File: src/spi_port_pkg.sv
// Package: register map, field positions, reset values, divider decode
// Assumes byte-wide registers reached over a simple strobe port
package spi_port_pkg;

  localparam int REG_W = 8;

  // Register offsets
  localparam logic [7:0] OFF_DATA   = 8'h21;
  localparam logic [7:0] OFF_CTRL   = 8'h22;
  localparam logic [7:0] OFF_STATUS = 8'h23;

  // Control register fields
  localparam int CTRL_IRQ_EN   = 7;
  localparam int CTRL_PORT_EN  = 6;
  localparam int CTRL_DIV_HALF = 5;
  localparam int CTRL_MASTER   = 4;
  localparam int CTRL_CLOCK_IDLE_LEVEL     = 3;
  localparam int CTRL_CLOCK_CAPTURE_PHASE     = 2;
  localparam int CTRL_DIV_HI   = 1;
  localparam int CTRL_DIV_LO   = 0;

  // Control/status register fields
  localparam int STS_DONE   = 7;
  localparam int STS_WRITE_COLLISION_FLAG   = 6;
  localparam int STS_OVR    = 5;
  localparam int STS_MODE_FAULT_FLAG   = 4;
  localparam int STS_RSVD   = 3;
  localparam int STS_SOD    = 2;
  localparam int STS_SSM    = 1;
  localparam int STS_SSI    = 0;

  localparam logic [7:0] CTRL_RESET   = 8'h00;
  localparam logic [7:0] STATUS_RESET = 8'h00;
  localparam logic [7:0] DATA_RESET   = 8'h00;

  // Edge index of the last of sixteen clock transitions
  localparam logic [3:0] EDGE_LAST = 4'hF;

  typedef enum logic [1:0] {
    ST_IDLE = 2'b01,
    ST_RUN  = 2'b10
  } shift_state_t;

  // Half period minus one, in system clocks, from {half_dis, hi, lo}
  function automatic logic [5:0] half_period(input logic [2:0] code);
    case (code)
      3'h4:    half_period = 6'h01;
      3'h0:    half_period = 6'h03;
      3'h1:    half_period = 6'h07;
      3'h6:    half_period = 6'h0F;
      3'h2:    half_period = 6'h1F;
      3'h3:    half_period = 6'h3F;
      default: half_period = 6'h3F;
    endcase
  endfunction

endpackage

File: src/shift_if.sv
// Interface between register front end and bit shift engine
// Assumes both ends share clk_sys
`timescale 1ns/1ps
`default_nettype none
interface shift_if;
  logic       start;
  logic       load;
  logic [7:0] tx_byte;
  logic       master;
  logic       enable;
  logic       selected;
  logic       clock_idle_level;
  logic       clock_capture_phase;
  logic [2:0] div_code;
  logic [7:0] rx_byte;
  logic       done;
  logic       busy;

  modport ctrl (
    output start, load, tx_byte, master, enable, selected,
    output clock_idle_level, clock_capture_phase, div_code,
    input  rx_byte, done, busy
  );
  modport eng (
    input  start, load, tx_byte, master, enable, selected,
    input  clock_idle_level, clock_capture_phase, div_code,
    output rx_byte, done, busy
  );
endinterface
`default_nettype wire

File: src/spi_status_and_data_port.sv
// Serial peripheral port: data, control and control/status registers
// Assumes one-cycle strobes, read data one cycle later, sync pin inputs
//
// Functional notes
// Done flag sets at byte end; status read then data access clears.
// Interrupt request while done flag set and interrupt enable on.
// Data writes ignored while done set until status is read.
// Write collision flag sets on data write during shifting.
// Overrun flag sets when byte completes while done still set.
// Reading control/status clears the overrun flag.
// Select low in master role sets mode fault, may interrupt.
// Mode fault clears by status read with flag set, then control write.
// Software writes zero to reserved status bit 3.
// Output disable stops driving data output; needs port enable.
// Software select control ignores the select pin, uses select level.
// Select level drives internal select: 0 selects, 1 deselects.
// Master data write starts a full-duplex byte transfer.
// Received byte copied to buffer at done; reads return buffer.
// Data write loads shift register directly, no transmit buffer.
// Reset clears whole control/status register.
// Mode fault clears port enable and master role.
// Divider bits pick clock divide by 4 to 128 in master role.
// Polarity sets idle level, phase picks capture edge; both ends match.
// Status read then data access clears write collision flag.
// Eight bits per transfer, msb first, one bit each way per period.
//
// The strobed register port was left to the implementer.
`timescale 1ns/1ps
`default_nettype none
module spi_status_and_data_port #(
  parameter int ADDR_W = 8
) (
  input  wire logic                     clk_sys,
  input  wire logic                     sys_rst,
  input  wire logic [ADDR_W-1:0]        reg_addr,
  input  wire logic [spi_port_pkg::REG_W-1:0] reg_wdata,
  input  wire logic                     reg_wr,
  input  wire logic                     reg_rd,
  output logic [spi_port_pkg::REG_W-1:0] reg_rdata,
  output logic                          irq,
  input  wire logic                     sck_in,
  output logic                          sck_out,
  output logic                          sck_oe,
  input  wire logic                     mosi_in,
  output logic                          mosi_out,
  output logic                          mosi_oe,
  input  wire logic                     miso_in,
  output logic                          miso_out,
  output logic                          miso_oe,
  input  wire logic                     ss_n_in
);
  import spi_port_pkg::*;

  generate
    if (ADDR_W < 6 || ADDR_W > 16) begin : g_bad_addr_w
      $error("ADDR_W must be 6 to 16");
    end
  endgenerate

  shift_if sif ();

  logic [7:0] ctrl_reg;
  logic [7:0] ctrl_next;
  logic [7:0] rx_buf_reg;
  logic       done_reg;
  logic       write_collision_flag_reg;
  logic       ovr_reg;
  logic       mode_fault_flag_reg;
  logic       sod_reg;
  logic       ssm_reg;
  logic       ssi_reg;
  logic       sts_seen_reg;
  logic       mode_fault_flag_seen_reg;
  logic [7:0] rdata_reg;
  logic       irq_reg;
  logic       eng_sck;
  logic       eng_dout;

  // Address decode
  wire hit_data = reg_addr == ADDR_W'(OFF_DATA);
  wire hit_ctrl = reg_addr == ADDR_W'(OFF_CTRL);
  wire hit_sts  = reg_addr == ADDR_W'(OFF_STATUS);

  wire data_wr  = reg_wr && hit_data;
  wire data_rd  = reg_rd && hit_data;
  wire ctrl_wr  = reg_wr && hit_ctrl;
  wire sts_wr   = reg_wr && hit_sts;
  wire sts_rd   = reg_rd && hit_sts;
  wire data_acc = data_wr || data_rd;

  wire irq_en   = ctrl_reg[CTRL_IRQ_EN];
  wire port_en  = ctrl_reg[CTRL_PORT_EN];
  wire master   = ctrl_reg[CTRL_MASTER];

  // pin ignored under software control
  // select level drives internal select
  wire ss_int_n = ssm_reg ? ssi_reg : ss_n_in;

  // select low in master role
  wire mode_fault_flag_event = master && !ss_int_n;

  // writes blocked until status read
  wire wr_allowed = !done_reg || sts_seen_reg;
  wire wr_taken   = data_wr && wr_allowed;

  // write during shifting
  wire write_collision_flag_event = wr_taken && sif.busy;
  // load straight into shifter
  wire load_ok    = wr_taken && !sif.busy;

  // status read then data access
  wire seq_clear  = sts_seen_reg && data_acc;
  // byte completes with done still set
  wire ovr_event  = sif.done && done_reg;
  // armed by status read, fired by control write
  wire mode_fault_flag_clear = mode_fault_flag_seen_reg && ctrl_wr;

  // Control register next value
  always_comb begin
    ctrl_next = ctrl_reg;
    if (ctrl_wr) begin
      ctrl_next = reg_wdata;
    end
    // fault drops enable and master role
    if (mode_fault_flag_event) begin
      ctrl_next[CTRL_PORT_EN] = 1'b0;
      ctrl_next[CTRL_MASTER]  = 1'b0;
    end
  end

  // Engine hookup
  assign sif.start    = load_ok && master && port_en;
  assign sif.load     = load_ok;
  assign sif.tx_byte  = reg_wdata;
  assign sif.master   = master;
  assign sif.enable   = port_en;
  assign sif.selected = !ss_int_n;
  assign sif.clock_idle_level     = ctrl_reg[CTRL_CLOCK_IDLE_LEVEL];
  assign sif.clock_capture_phase     = ctrl_reg[CTRL_CLOCK_CAPTURE_PHASE];
  assign sif.div_code = {ctrl_reg[CTRL_DIV_HALF], ctrl_reg[CTRL_DIV_HI],
                         ctrl_reg[CTRL_DIV_LO]};

  spi_shift_engine u_engine (
    .clk_sys (clk_sys),
    .sys_rst (sys_rst),
    .bus     (sif),
    .sck_in  (sck_in),
    .din     (master ? miso_in : mosi_in),
    .sck_out (eng_sck),
    .dout    (eng_dout)
  );

  // Control register
  always_ff @(posedge clk_sys) begin
    if (sys_rst) begin
      ctrl_reg <= CTRL_RESET;
    end else begin
      ctrl_reg <= ctrl_next;
    end
  end

  // Read sequence trackers
  always_ff @(posedge clk_sys) begin
    if (sys_rst) begin
      sts_seen_reg  <= 1'b0;
      mode_fault_flag_seen_reg <= 1'b0;
    end else begin
      if (sts_rd) begin
        sts_seen_reg <= 1'b1;
      end else if (data_acc) begin
        sts_seen_reg <= 1'b0;
      end
      if (sts_rd && mode_fault_flag_reg) begin
        mode_fault_flag_seen_reg <= 1'b1;
      end else if (ctrl_wr) begin
        mode_fault_flag_seen_reg <= 1'b0;
      end
    end
  end

  // Status flags, set wins over clear
  always_ff @(posedge clk_sys) begin
    // whole status cleared
    if (sys_rst) begin
      done_reg <= STATUS_RESET[STS_DONE];
      write_collision_flag_reg <= STATUS_RESET[STS_WRITE_COLLISION_FLAG];
      ovr_reg  <= STATUS_RESET[STS_OVR];
      mode_fault_flag_reg <= STATUS_RESET[STS_MODE_FAULT_FLAG];
      sod_reg  <= STATUS_RESET[STS_SOD];
      ssm_reg  <= STATUS_RESET[STS_SSM];
      ssi_reg  <= STATUS_RESET[STS_SSI];
    end else begin
      // done flag set and cleared
      if (sif.done) begin
        done_reg <= 1'b1;
      end else if (seq_clear) begin
        done_reg <= 1'b0;
      end
      // collision cleared by sequence
      if (write_collision_flag_event) begin
        write_collision_flag_reg <= 1'b1;
      end else if (seq_clear) begin
        write_collision_flag_reg <= 1'b0;
      end
      // status read clears overrun
      if (ovr_event) begin
        ovr_reg <= 1'b1;
      end else if (sts_rd) begin
        ovr_reg <= 1'b0;
      end
      // mode fault flag
      if (mode_fault_flag_event) begin
        mode_fault_flag_reg <= 1'b1;
      end else if (mode_fault_flag_clear) begin
        mode_fault_flag_reg <= 1'b0;
      end
      // reserved bit not stored
      if (sts_wr) begin
        sod_reg <= reg_wdata[STS_SOD];
        ssm_reg <= reg_wdata[STS_SSM];
        ssi_reg <= reg_wdata[STS_SSI];
      end
    end
  end

  // buffer loads at done, not on overrun
  always_ff @(posedge clk_sys) begin
    if (sys_rst) begin
      rx_buf_reg <= DATA_RESET;
    end else if (sif.done && !done_reg) begin
      rx_buf_reg <= sif.rx_byte;
    end
  end

  // Read data mux
  wire [7:0] sts_view = {done_reg, write_collision_flag_reg, ovr_reg, mode_fault_flag_reg,
                         1'b0, sod_reg, ssm_reg, ssi_reg};
  wire [7:0] rd_mux = hit_data ? rx_buf_reg :
                      hit_ctrl ? ctrl_reg   :
                      hit_sts  ? sts_view   : 8'h00;

  always_ff @(posedge clk_sys) begin
    if (sys_rst) begin
      rdata_reg <= 8'h00;
    end else begin
      rdata_reg <= reg_rd ? rd_mux : 8'h00;
    end
  end

  // request from flags and enable
  // overrun also requests
  wire irq_next = irq_en && (done_reg || ovr_reg || mode_fault_flag_reg);

  always_ff @(posedge clk_sys) begin
    if (sys_rst) begin
      irq_reg <= 1'b0;
    end else begin
      irq_reg <= irq_next;
    end
  end

  assign reg_rdata = rdata_reg;
  assign irq       = irq_reg;

  // output gated by disable and enable
  wire out_en = port_en && !sod_reg;

  assign sck_out  = eng_sck;
  assign sck_oe   = port_en && master;
  assign mosi_out = master ? eng_dout : 1'b0;
  assign mosi_oe  = out_en && master;
  assign miso_out = master ? 1'b0 : eng_dout;
  assign miso_oe  = out_en && !master && !ss_int_n;

endmodule // spi_status_and_data_port
`default_nettype wire

File: src/spi_shift_engine.sv
// Bit engine: master clock divider, edge counting, shift registers
// Assumes pin inputs synchronous to clk_sys
`timescale 1ns/1ps
`default_nettype none
module spi_shift_engine (
  input  wire logic clk_sys,
  input  wire logic sys_rst,
  shift_if.eng      bus,
  input  wire logic sck_in,
  input  wire logic din,
  output logic      sck_out,
  output logic      dout
);
  import spi_port_pkg::*;

  shift_state_t state_reg, state_next;
  logic [5:0]   div_cnt_reg;
  logic         sck_reg;
  logic         sck_prev_reg;
  logic [3:0]   edge_cnt_reg;
  logic [7:0]   tx_reg;
  logic [7:0]   rx_reg;
  logic         done_reg;

  wire running   = state_reg == ST_RUN;
  // divider select
  wire half_tick = div_cnt_reg == half_period(bus.div_code);
  wire m_edge    = bus.master && running && half_tick;
  wire s_active  = bus.enable && !bus.master && bus.selected;
  wire s_edge    = s_active && (sck_in != sck_prev_reg);
  wire any_edge  = m_edge || s_edge;
  // phase picks capture edge
  wire sample_edge = edge_cnt_reg[0] == bus.clock_capture_phase;
  // eight bits, sixteen edges
  wire last_edge = any_edge && (edge_cnt_reg == EDGE_LAST);
  wire abort     = !bus.enable || (!bus.master && !bus.selected);

  always_comb begin
    state_next = state_reg;
    case (state_reg)
      ST_IDLE: begin
        if (bus.start && bus.master && bus.enable) begin
          state_next = ST_RUN;
        end else if (s_edge) begin
          state_next = ST_RUN;
        end
      end
      ST_RUN: begin
        if (abort || last_edge) begin
          state_next = ST_IDLE;
        end
      end
      default: state_next = ST_IDLE;
    endcase
  end

  always_ff @(posedge clk_sys) begin
    if (sys_rst) begin
      state_reg    <= ST_IDLE;
      div_cnt_reg  <= 6'h00;
      sck_reg      <= 1'b0;
      sck_prev_reg <= 1'b0;
      edge_cnt_reg <= 4'h0;
      tx_reg       <= DATA_RESET;
      rx_reg       <= DATA_RESET;
      done_reg     <= 1'b0;
    end else begin
      state_reg    <= state_next;
      sck_prev_reg <= sck_in;
      done_reg     <= last_edge;
      div_cnt_reg  <= (!running || half_tick) ? 6'h00 : div_cnt_reg + 6'h01;
      if (abort || last_edge) begin
        edge_cnt_reg <= 4'h0;
      end else if (any_edge) begin
        edge_cnt_reg <= edge_cnt_reg + 4'h1;
      end
      // idle level from polarity
      if (!bus.master || !running) begin
        sck_reg <= bus.clock_idle_level;
      end else if (m_edge) begin
        sck_reg <= ~sck_reg;
      end
      // msb first out
      if (bus.load) begin
        tx_reg <= bus.tx_byte;
      end else if (any_edge && !sample_edge && edge_cnt_reg != 4'h0) begin
        tx_reg <= {tx_reg[6:0], 1'b0};
      end
      if (any_edge && sample_edge) begin
        rx_reg <= {rx_reg[6:0], din};
      end
    end
  end

  assign bus.rx_byte = rx_reg;
  assign bus.done    = done_reg;
  assign bus.busy    = running;
  assign sck_out     = sck_reg;
  assign dout        = tx_reg[7];

endmodule // spi_shift_engine
`default_nettype wire

File: config.mk
export PLATFORM = sky130hd
export DESIGN_NAME = spi_status_and_data_port
export DESIGN_NICKNAME = d
export VERILOG_FILES = /design/src/spi_port_pkg.sv /design/src/shift_if.sv /design/src/spi_status_and_data_port.sv /design/src/spi_shift_engine.sv
export SDC_FILE = /design/constraint.sdc
export NUM_CORES = 1
export LEC_CHECK = 0
export BUFFER_PORTS_ARGS = -buffer_cell sky130_fd_sc_hd__buf_2
export CAP_MARGIN = 20
export CORE_UTILIZATION = 50
export DETAILED_ROUTE_END_ITERATION = 8
export PLACE_DENSITY_LB_ADDON = 0.12
export SYNTH_ARGS = -nofsm -noshare
export SYNTH_HDL_FRONTEND = slang
export SYNTH_SLANG_ARGS = --single-unit
export TNS_END_PERCENT = 5
File: constraint.sdc
create_clock -name clk_sys -period 5.2 [get_ports clk_sys]
set_input_delay 0.78 -clock clk_sys [delete_from_list [all_inputs] [get_ports clk_sys]]
set_output_delay 0.78 -clock clk_sys [all_outputs]
set_load 0.02 [all_outputs]
# After elaboration in Yosys (flattened, before gate mapping)

Cells that the tools add are included.

Flip-flop bits (word level): 65
Input port bits: 24
Output and inout bits: 15
Logic and storage cells: 133

$add $sub $neg: 2
Equal/unequal tests: 15
Muxes and demuxes: 27
Bitwise gates (word level): 2
Reductions and logical operators: 65

Operators with widths:

| cell                | count |
|---|---|
| $mux 8              | 5 |
| $logic_and 1x1->1   | 34 |
| $pmux 6 s5          | 1 |
| $eq 8x6->1 const B  | 3 |
| $mux 1              | 17 |
| $reduce_bool 2->1   | 8 |
| $logic_or 1x1->1    | 9 |
| $reduce_or 2->1     | 4 |
| $logic_not 1->1     | 7 |
| $add 6x1->6 const B | 1 |
| $eq 3x3->1 const B  | 2 |
| $eq 6x6->1          | 1 |
| $mux 2              | 3 |
| $add 4x1->4 const B | 1 |
| $eq 4x4->1 const B  | 1 |
| $pmux 2 s2          | 1 |
| $reduce_bool 4->1   | 1 |
| $eq 3x1->1 const B  | 1 |
| $eq 3x2->1 const B  | 1 |
| $logic_not 3->1     | 1 |
| $ne 3x1->1 const B  | 1 |
| $eq 2x1->1 const B  | 1 |
| $eq 2x2->1 const B  | 1 |
| $ne 2x1->1 const B  | 1 |
| 4 further kinds     | 5 |

# Longest topological paths before layout

Gate-level depths: netlist of run 1.

Word-level depth: 10
Gate-level depth with buffers: 7
Mapped depth without buffers: 6

# Hierarchy

A second synthesis of run 1 with hierarchy kept.

Cell total of the unflattened synthesis: 342
Area total of the unflattened synthesis: 3250.6 µm²

Modules (own cells, without submodules):

| module                   | times used | cells each | area an instance (µm²) | seq. area each (µm²) |
|---|---|---|---|---|
| spi_status_and_data_port | 1          | 173        | 1676.6                 | 680.7 |
| spi_shift_engine         | 1          | 169        | 1574.0                 | 620.6 |

# Least setup slack after synthesis of run 1

OpenSTA, ideal clock, no wires.

Path type: input -> output
Start: input ss_n_in
End: output miso_oe
Data arrival time: 1.737 ns
Data required time: 4.420 ns
Setup slack: 2.683 ns
Stages: 2
Buffers on the path: 0
Path through: mux2i_1 > nor4bb_1

Cells in the longest elaborated chain, start to end: 3

Ends and longest elaborated chain:

| item               | RTL line                        | text |
|---|---|---|
| start: declaration | spi_status_and_data_port.sv:50  | `input wire logic ss_n_in` |
| $mux 1             | spi_status_and_data_port.sv:97  | `wire ss_int_n = ssm_reg ? ssi_reg : ss_n_in;` |
| $logic_not 1->1    | spi_status_and_data_port.sv:273 | `assign miso_oe = out_en && !master && !ss_int_n;` |
| $logic_and 1x1->1  | spi_status_and_data_port.sv:273 |  |
| end: declaration   | spi_status_and_data_port.sv:49  | `output logic miso_oe,` |

Every way passes these cells.

# Worst setup path in the final report of run 1

Start: input reg_addr[4]
End: register u_engine.state_reg[0]

Cells in the longest elaborated chain, start to end: 10
Elaborated cells on any way between the ends: 12
Classes of those cells: 2 x eq/ne; 2 x mux; 8 x reduce/logical

Ends and longest elaborated chain:

| item                                           | RTL line                        | text |
|---|---|---|
| start: declaration                             | spi_status_and_data_port.sv:35  | `input wire logic [ADDR_W-1:0] reg_addr,` |
| $eq 8x6->1 (*)                                 | spi_status_and_data_port.sv:80  | `wire hit_data = reg_addr == ADDR_W'(OFF_DATA);` |
| $logic_and 1x1->1 (*)                          | spi_status_and_data_port.sv:84  | `wire data_wr = reg_wr && hit_data;` |
| $logic_and 1x1->1 (*)                          | spi_status_and_data_port.sv:104 | `wire wr_taken = data_wr && wr_allowed;` |
| $logic_and 1x1->1 (*)                          | spi_status_and_data_port.sv:109 | `wire load_ok = wr_taken && !sif.busy;` |
| $logic_and 1x1->1 (*) (2 in series)            | spi_status_and_data_port.sv:132 | `assign sif.start = load_ok && master && port_en;` |
| $logic_and 1x1->1 (*) (2 in series)            | spi_shift_engine.sv:42          | `if (bus.start && bus.master && bus.enable) begin` |
| $mux 2 or $ne 3x1->1 (tied branches)           | n/a                             |  |
| $pmux 2 s2 or $reduce_and 2->1 (tied branches) | n/a                             |  |
| end signal: assignment                         | spi_shift_engine.sv:68          | `state_reg <= state_next;` |
| end: declaration                               | spi_shift_engine.sv:16          | `shift_state_t state_reg, state_next;` |

Mark *: on every way between the ends. The rest lies on a longest branch, timed or not.
A chain may end at the register's enable or synchronous reset.

==> metrics.csv, run 1 <==
metric;value;unit
Critical Path Sink Type;flop;
Power Density;313.3;nW/µm²
setup TNS;0;ns
Pwr Total;1001;µW
count of cell types in the netlist;45;
syn_area_per_cell;9.272;µm²
first-pass GRT wire length;9929;µm
Clock Latency Late Sink;0.34;ns
Final #Nets;359;
Final GP Congestion;0.7528;
Peak VDD IR;210.3;µV
Sequential Power Share;0.498;
Synth top area share;0.4725;
r2r setup slk;3.03;ns
area of the multi-input gates;1363;µm²
YS warnings;0;
WS Path Type;primary input to flop;
leakage;0.001343;µW
post_cts resized;0;
IO Pins;39;
WL final;5953;µm
row count;26;
sw power;211.6;µW
Seq/Total Area, Yosys;0.4725;
Initial Util;0.5291;
FF+latch area;1301;µm²
layout cell share with drive strength beyond 1;0.1869;
Slew HR;0.3975;
CTS Root Cell;clkbuf_8;
Synth Cell Area;2754;µm²
Die Area;5809;µm²
Worst Path Max Fanout;16;
die height;76.22;µm
largest net degree at the start of global routing;51;
Fillers;478;
Max-Cap Viols;0;
Die W;76.22;µm
Inserted Clock Buffers;9;
DRC;0;
top post-synthesis cells by area;dfxtp_1 47%, mux2i_1 9.1%, nor2_1 7.8%;
antenna-violating nets left;0;
DR pass1 iterations;7;
DR vias;2255;
RSZ-0062 raised after global routing;no;
Max Slew Vio Count;0;
layout overhead on the synthesized area;16.04;%
WHS;0.4715;ns
total track usage;0.2203;
Tmin final;2.618;ns
Setup Buffers After CTS;0;
Final Util;0.6139;
FF+latch count, synth;65;
cells after synthesis;297;
grt total ovfl;0;
outcome;complete, no violations;
per-cell routed wire length;14.63;µm
Post-CTS Hold Fix Bufs;0;
antenna cell count;0;
clock share of power;0.476;
core area;5205;µm²
vias in the first global route;2040;
htree depth;3;
Comb power frac;0.026;
Tcrit/Tclk final;0.5035;
CTS tree;yes;
Worst Hold Class;flop to flop;
I/O Buffers;38;
setup violators final;0;
Internal;789.4;µW
Worst setup SP type;primary input;
Hold Fails Final Rpt;0;
f_max;0.3820;GHz
CP arrival;2.86;ns
Slew @ Worst Pin;0.9038;ns
switching share of power;0.2114;
Crit path required time;5.45;ns
hpwl dp;4117;µm
CTS max path bufs;2;
Worst-path clk slew;0.07;ns
vias per cell;5.541;
clk_skew;0.005052;ns
largest area contributor in the netlist;dfxtp_1;
DRT iter0 DRCs;129;
initial antenna violation count;0;
Syn Nets;324;
clk sink count;65;
-- metrics by stage --
stage	setup slack, ns	instances	cell area, µm²
global placement	2.356	391	2975
CTS	2.550	407	3196
global route	2.454	407	3196
detailed placement	2.255	391	2975
floorplan	2.683	297	2754
finish	2.582	407	3196
-- power groups by stage --
stage          Combinational, µW  Clock, µW  Sequential, µW
5_1_grt                     28.5        507             498
6_report                    26.1        476             499
3_5_place_dp                26.0          0             510
4_1_cts                     26.0        487             499
3_3_place_gp                25.9          0             510
2_1_floorplan               11.9          0             510
-- routing by layer --
metal / share of wire / vias to the layer above / global-route usage
met4: 0.019 / 0 / 0.09231
met1: 0.48 / 1054 / 0.2931
li1: - / 1128 / -
met5: 0 / - / 0
met2: 0.45 / 63 / 0.3378
met3: 0.052 / 10 / 0.05749
-- cells by family (layout without fill, tap and decap cells) --
group / after synthesis / count (layout) / share of synthesized area
XOR/XNOR: 12 / 12 / 0.03816
multiplexers: 26 / 26 / 0.09496
AO/OA/AOI/OAI: 54 / 54 / 0.1499
buffers and inverters: 22 / 62 / 0.03271
AND/OR/NAND/NOR: 115 / 115 / 0.1981
adder cells (fa/ha/maj): 3 / 3 / 0.01363
flip-flops: 65 / 65 / 0.4725
-- worst max-delay path: stages --
cell	delay [ns]
buf_2	0.11
nor4b_2	0.37
and4b_1	0.55
or3b_1	0.62
nor2_1	0.18
o211ai_1	0.12
o21a_1	0.12
-- layout make-up --
cell class | instances | share of cell area
multi-input combinational | 210 | 0.4264
tap | 70 | 0.02741
sequential | 65 | 0.4072
timing repair buffer | 39 | 0.06186
clock buffer | 11 | 0.04424
clock inverter | 5 | 0.02467
inverter | 7 | 0.008222
-- cells in the final DEF (no fill, tap or decap), types with 2 or more instances in the layout --
master	count
xnor2_1	5
and3_1	2
a32oi_1	3
bufinv_16	2
nand2_1	19
nor2b_1	4
a222oi_1	7
a21oi_1	13
and4b_1	2
nand3_1	16
xor2_1	7
dfxtp_1	65
a211oi_1	8
nor3_1	2
a221oi_1	2
buf_2	38
o211ai_1	3
ha_1	3
inv_1	7
o21ai_2	2
o2111ai_1	2
clkinv_2	2
clkbuf_8	10
nand4_1	2
o21ai_0	5
mux2i_1	25
a22oi_1	2
nand2b_1	2
nor2_1	57
-- path summary, 6_finish.rpt --
path	start	end	depth (start not counted)
worst max-delay path	reg_addr[4]	u_engine.state_reg[0]	7
worst min-delay path	ssi_reg	ssi_reg	2
worst max register to register	ctrl_reg[5]	u_engine.bus.rx_byte[4]	6
worst min register to register	ssi_reg	ssi_reg	2
-- synth_stat cells (all sizes together) --
cell type / instances
xor2: 7
mux2i: 25
nand2: 19
inv: 7
a222oi: 7
nor4b: 1
mux2: 1
a41o: 1
and3: 2
o2111ai: 2
a32oi: 3
nand2b: 2
nor3: 2
or2: 1
a31o: 1
and4b: 2
or4b: 1
a211oi: 8
nand3: 16
and4bb: 1
nor3b: 1
and2: 2
a221oi: 2
nand4: 2
o21a: 1
a22oi: 2
nor4bb: 1
o21ai: 9
xnor2: 5
a2111oi: 1
a21oi: 13
clkbuf: 12
a41oi: 1
nor2b: 4
buf: 3
nor2: 57
o211ai: 3
ha: 3
dfxtp: 65
or3b: 1
No activity file was read; power rests on OpenSTA's default activity.
==> run 2: changes to the inputs <==
Settings changed: ABC_AREA set to 1.
Clock period 5.2 ns to 2.6 ns, I/O delays scaled along.
==> run 2 against run 1 <==
  * Sequential share of layout area decreased by 1.7 points
  * Clock power increased by 74%
  * Largest cell class unchanged
  * Critical path depth unchanged
  * Wire length increased by 9.7%
  * Design area increased by 4.3%
==> metrics.csv, run 2 <==
metric;value;unit
Hold Fails Final Rpt;0;
CTS max path bufs;2;
Setup Slack @ Placement;0.6008;ns
FF+latch count, synth;65;
first-pass GRT wire length;10980;µm
CTS Root Cell;clkbuf_8;
htree depth;3;
Synth top area share;0.4496;
highest-count cells in the layout ignoring fill and taps;89 x nand2_1, 70 x nor2_1, 65 x dfxtp_1;
grt met2 use;0.3667;
DR pass1 iterations;4;
per-cell routed wire length;12.28;µm
I/O Buffers;38;
worst flop-to-flop path startpoint;ctrl_reg[4];
Worst setup SP type;flop;
Die Area;6096;µm²
DRC;0;
Final Non-Filler Cells;532;
commonest non-fill, non-tap cell in the layout;nand2_1;
Critical Path Sink Type;flop;
cells after synthesis;414;
WL final;6532;µm
IO Pins;39;
layout overhead on the synthesized area;15.22;%
clock share of power;0.438;
placed cells;518;
Slew HR;0.6688;
Final GP Congestion;0.8068;
Slew @ Worst Pin;0.4962;ns
Synth Cell Area;2894;µm²
CP arrival;2.06;ns
Clock Latency Late Sink;0.34;ns
die height;78.08;µm
HP Start;sck_in;
Tmin final;1.826;ns
Initial Util;0.5224;
largest area contributor in the netlist;dfxtp_1;
setup ws final;0.7744;ns
Comb power frac;0.033;
antenna-violating nets left;0;
core area;5540;µm²
syn_area_per_cell;6.990;µm²
Final #Nets;484;
Critical path origin;ctrl_reg[4];
leakage;0.001471;µW
f_max;0.5478;GHz
WS Path Type;flop to flop;
grt total ovfl;0;
sw power;412.8;µW
largest net degree at the start of global routing;19;
total track usage;0.2335;
GRT Max-Usage Layer;met2;
count of cell types in the netlist;33;
Max-Cap Viols;0;
setup violators final;0;
DRT iter0 DRCs;115;
met3 Use GR;0.04651;
YS warnings;0;
ys async rst share;0;
post_cts resized;0;
switching share of power;0.2189;
prevailing post-synth register cell;dfxtp_1;
top post-synthesis cells by area;dfxtp_1 45%, nand2_1 12%, nor2_1 9.1%;
Seq/Total Area, Yosys;0.4496;
outcome;complete, no violations;
hpwl dp;4769;µm
EDFF count, synth;0;
Tcrit/Tclk final;0.7021;
Worst Path Max Fanout;9;
RSZ-0062 raised after global routing;no;
top-count cell post-synth;nand2_1;
CTS tree;yes;
Crit path required time;2.83;ns
Worst Hold Class;primary input to flop;
Die W;78.08;µm
Syn Nets;441;
Setup Buffers After CTS;0;
Post-CTS Hold Fix Bufs;0;
vias per cell;4.957;
DR vias;2637;
vias in the first global route;2422;
Synth top cells by count;89 x nand2_1, 70 x nor2_1, 65 x dfxtp_1, 61 x inv_1, 31 x o21ai_0;
antenna cell count;0;
Worst-path clk slew;0.07;ns
Internal;1473;µW
met1 GRT Util;0.3094;
initial antenna violation count;0;
Sequential Power Share;0.529;
setup TNS;0;ns
clk_skew;0.008102;ns
clk sink count;65;
Peak VDD IR;309.0;µV
layout cell share with drive strength beyond 1;0.1435;
Max Slew Vio Count;0;
Power Density;565.7;nW/µm²
row count;27;
Inserted Clock Buffers;9;
run 2: changes by cell type after synthesis, sizes merged, moves of 7 or more:
cell	delta
nor2	+17
a21oi	+17
a222oi	-7
clkbuf	-7
nand2	+74
o21ai	+23
mux2i	-24
inv	+56
run 2: cells by family (layout without fill, tap and decap cells):
logic type,Yosys count,count (layout),synth area share
simple gates,191,191,0.2776
xor+xnor,5,5,0.01513
fa+ha+maj,3,3,0.01297
buf+inv,73,119,0.09857
mux,1,1,0.003459
flops,65,65,0.4496
compound gates,76,76,0.1427
run 2: worst max-delay path, stage by stage, from the launching register on:
cell and delay (ns):
dfxtp_1 0.53, inv_1 0.20, nor2_1 0.26, nand3_2 0.15, nand2_4 0.15, nand2_2 0.14
o21ai_0 0.22, nor2_1 0.06
run 2: power by group through the flow:
stage          Clock (µW)  Combinational, µW  Sequential (µW)
2_1_floorplan           0               30.1             1020
3_3_place_gp            0               61.2             1020
3_5_place_dp            0               61.2             1020
4_1_cts               839               61.6              998
5_1_grt               885               69.4              997
6_report              827               61.6              998
run 2: final cells by class:
cell class	count	area (µm²)
Timing Repair Buffer	41	212.7
Sequential cell	65	1301
Multi-Input combinational cell	276	1308
Tap cell	72	90.09
Clock inverter	4	45.04
Clock buffer	10	137.6
Inverter	64	240.2
Fill cell	545	2206
run 2: worst paths after layout:
check                           slack (ns)  depth (start not counted)                      end
worst min-delay path                  0.28                          3    u_engine.sck_prev_reg
worst min register to register        0.46                          2            rx_buf_reg[1]
worst max register to register        0.77                          7  u_engine.bus.rx_byte[2]
worst max-delay path                  0.77                          7  u_engine.bus.rx_byte[2]
run 2: through the flow:
stage | total power [µW] | hold slack, ns | util | instance area, µm²
after floorplan | 1051 | 0.4297 | - | 2894
after global placement | 1082 | 0.4471 | 0.5689 | 3152
after detailed placement | 1082 | 0.4479 | 0.5689 | 3152
after CTS | 1899 | 0.2739 | 0.6019 | 3334
after global routing | 1952 | 0.2963 | 0.6019 | 3334
final | 1886 | 0.2839 | 0.6019 | 3334
run 2: metal layers:
layer | up-vias | share of wire
met5 | - | 0
met4 | 0 | 0.020
met3 | 14 | 0.054
met2 | 69 | 0.44
met1 | 1167 | 0.49
li1 | 1387 | -
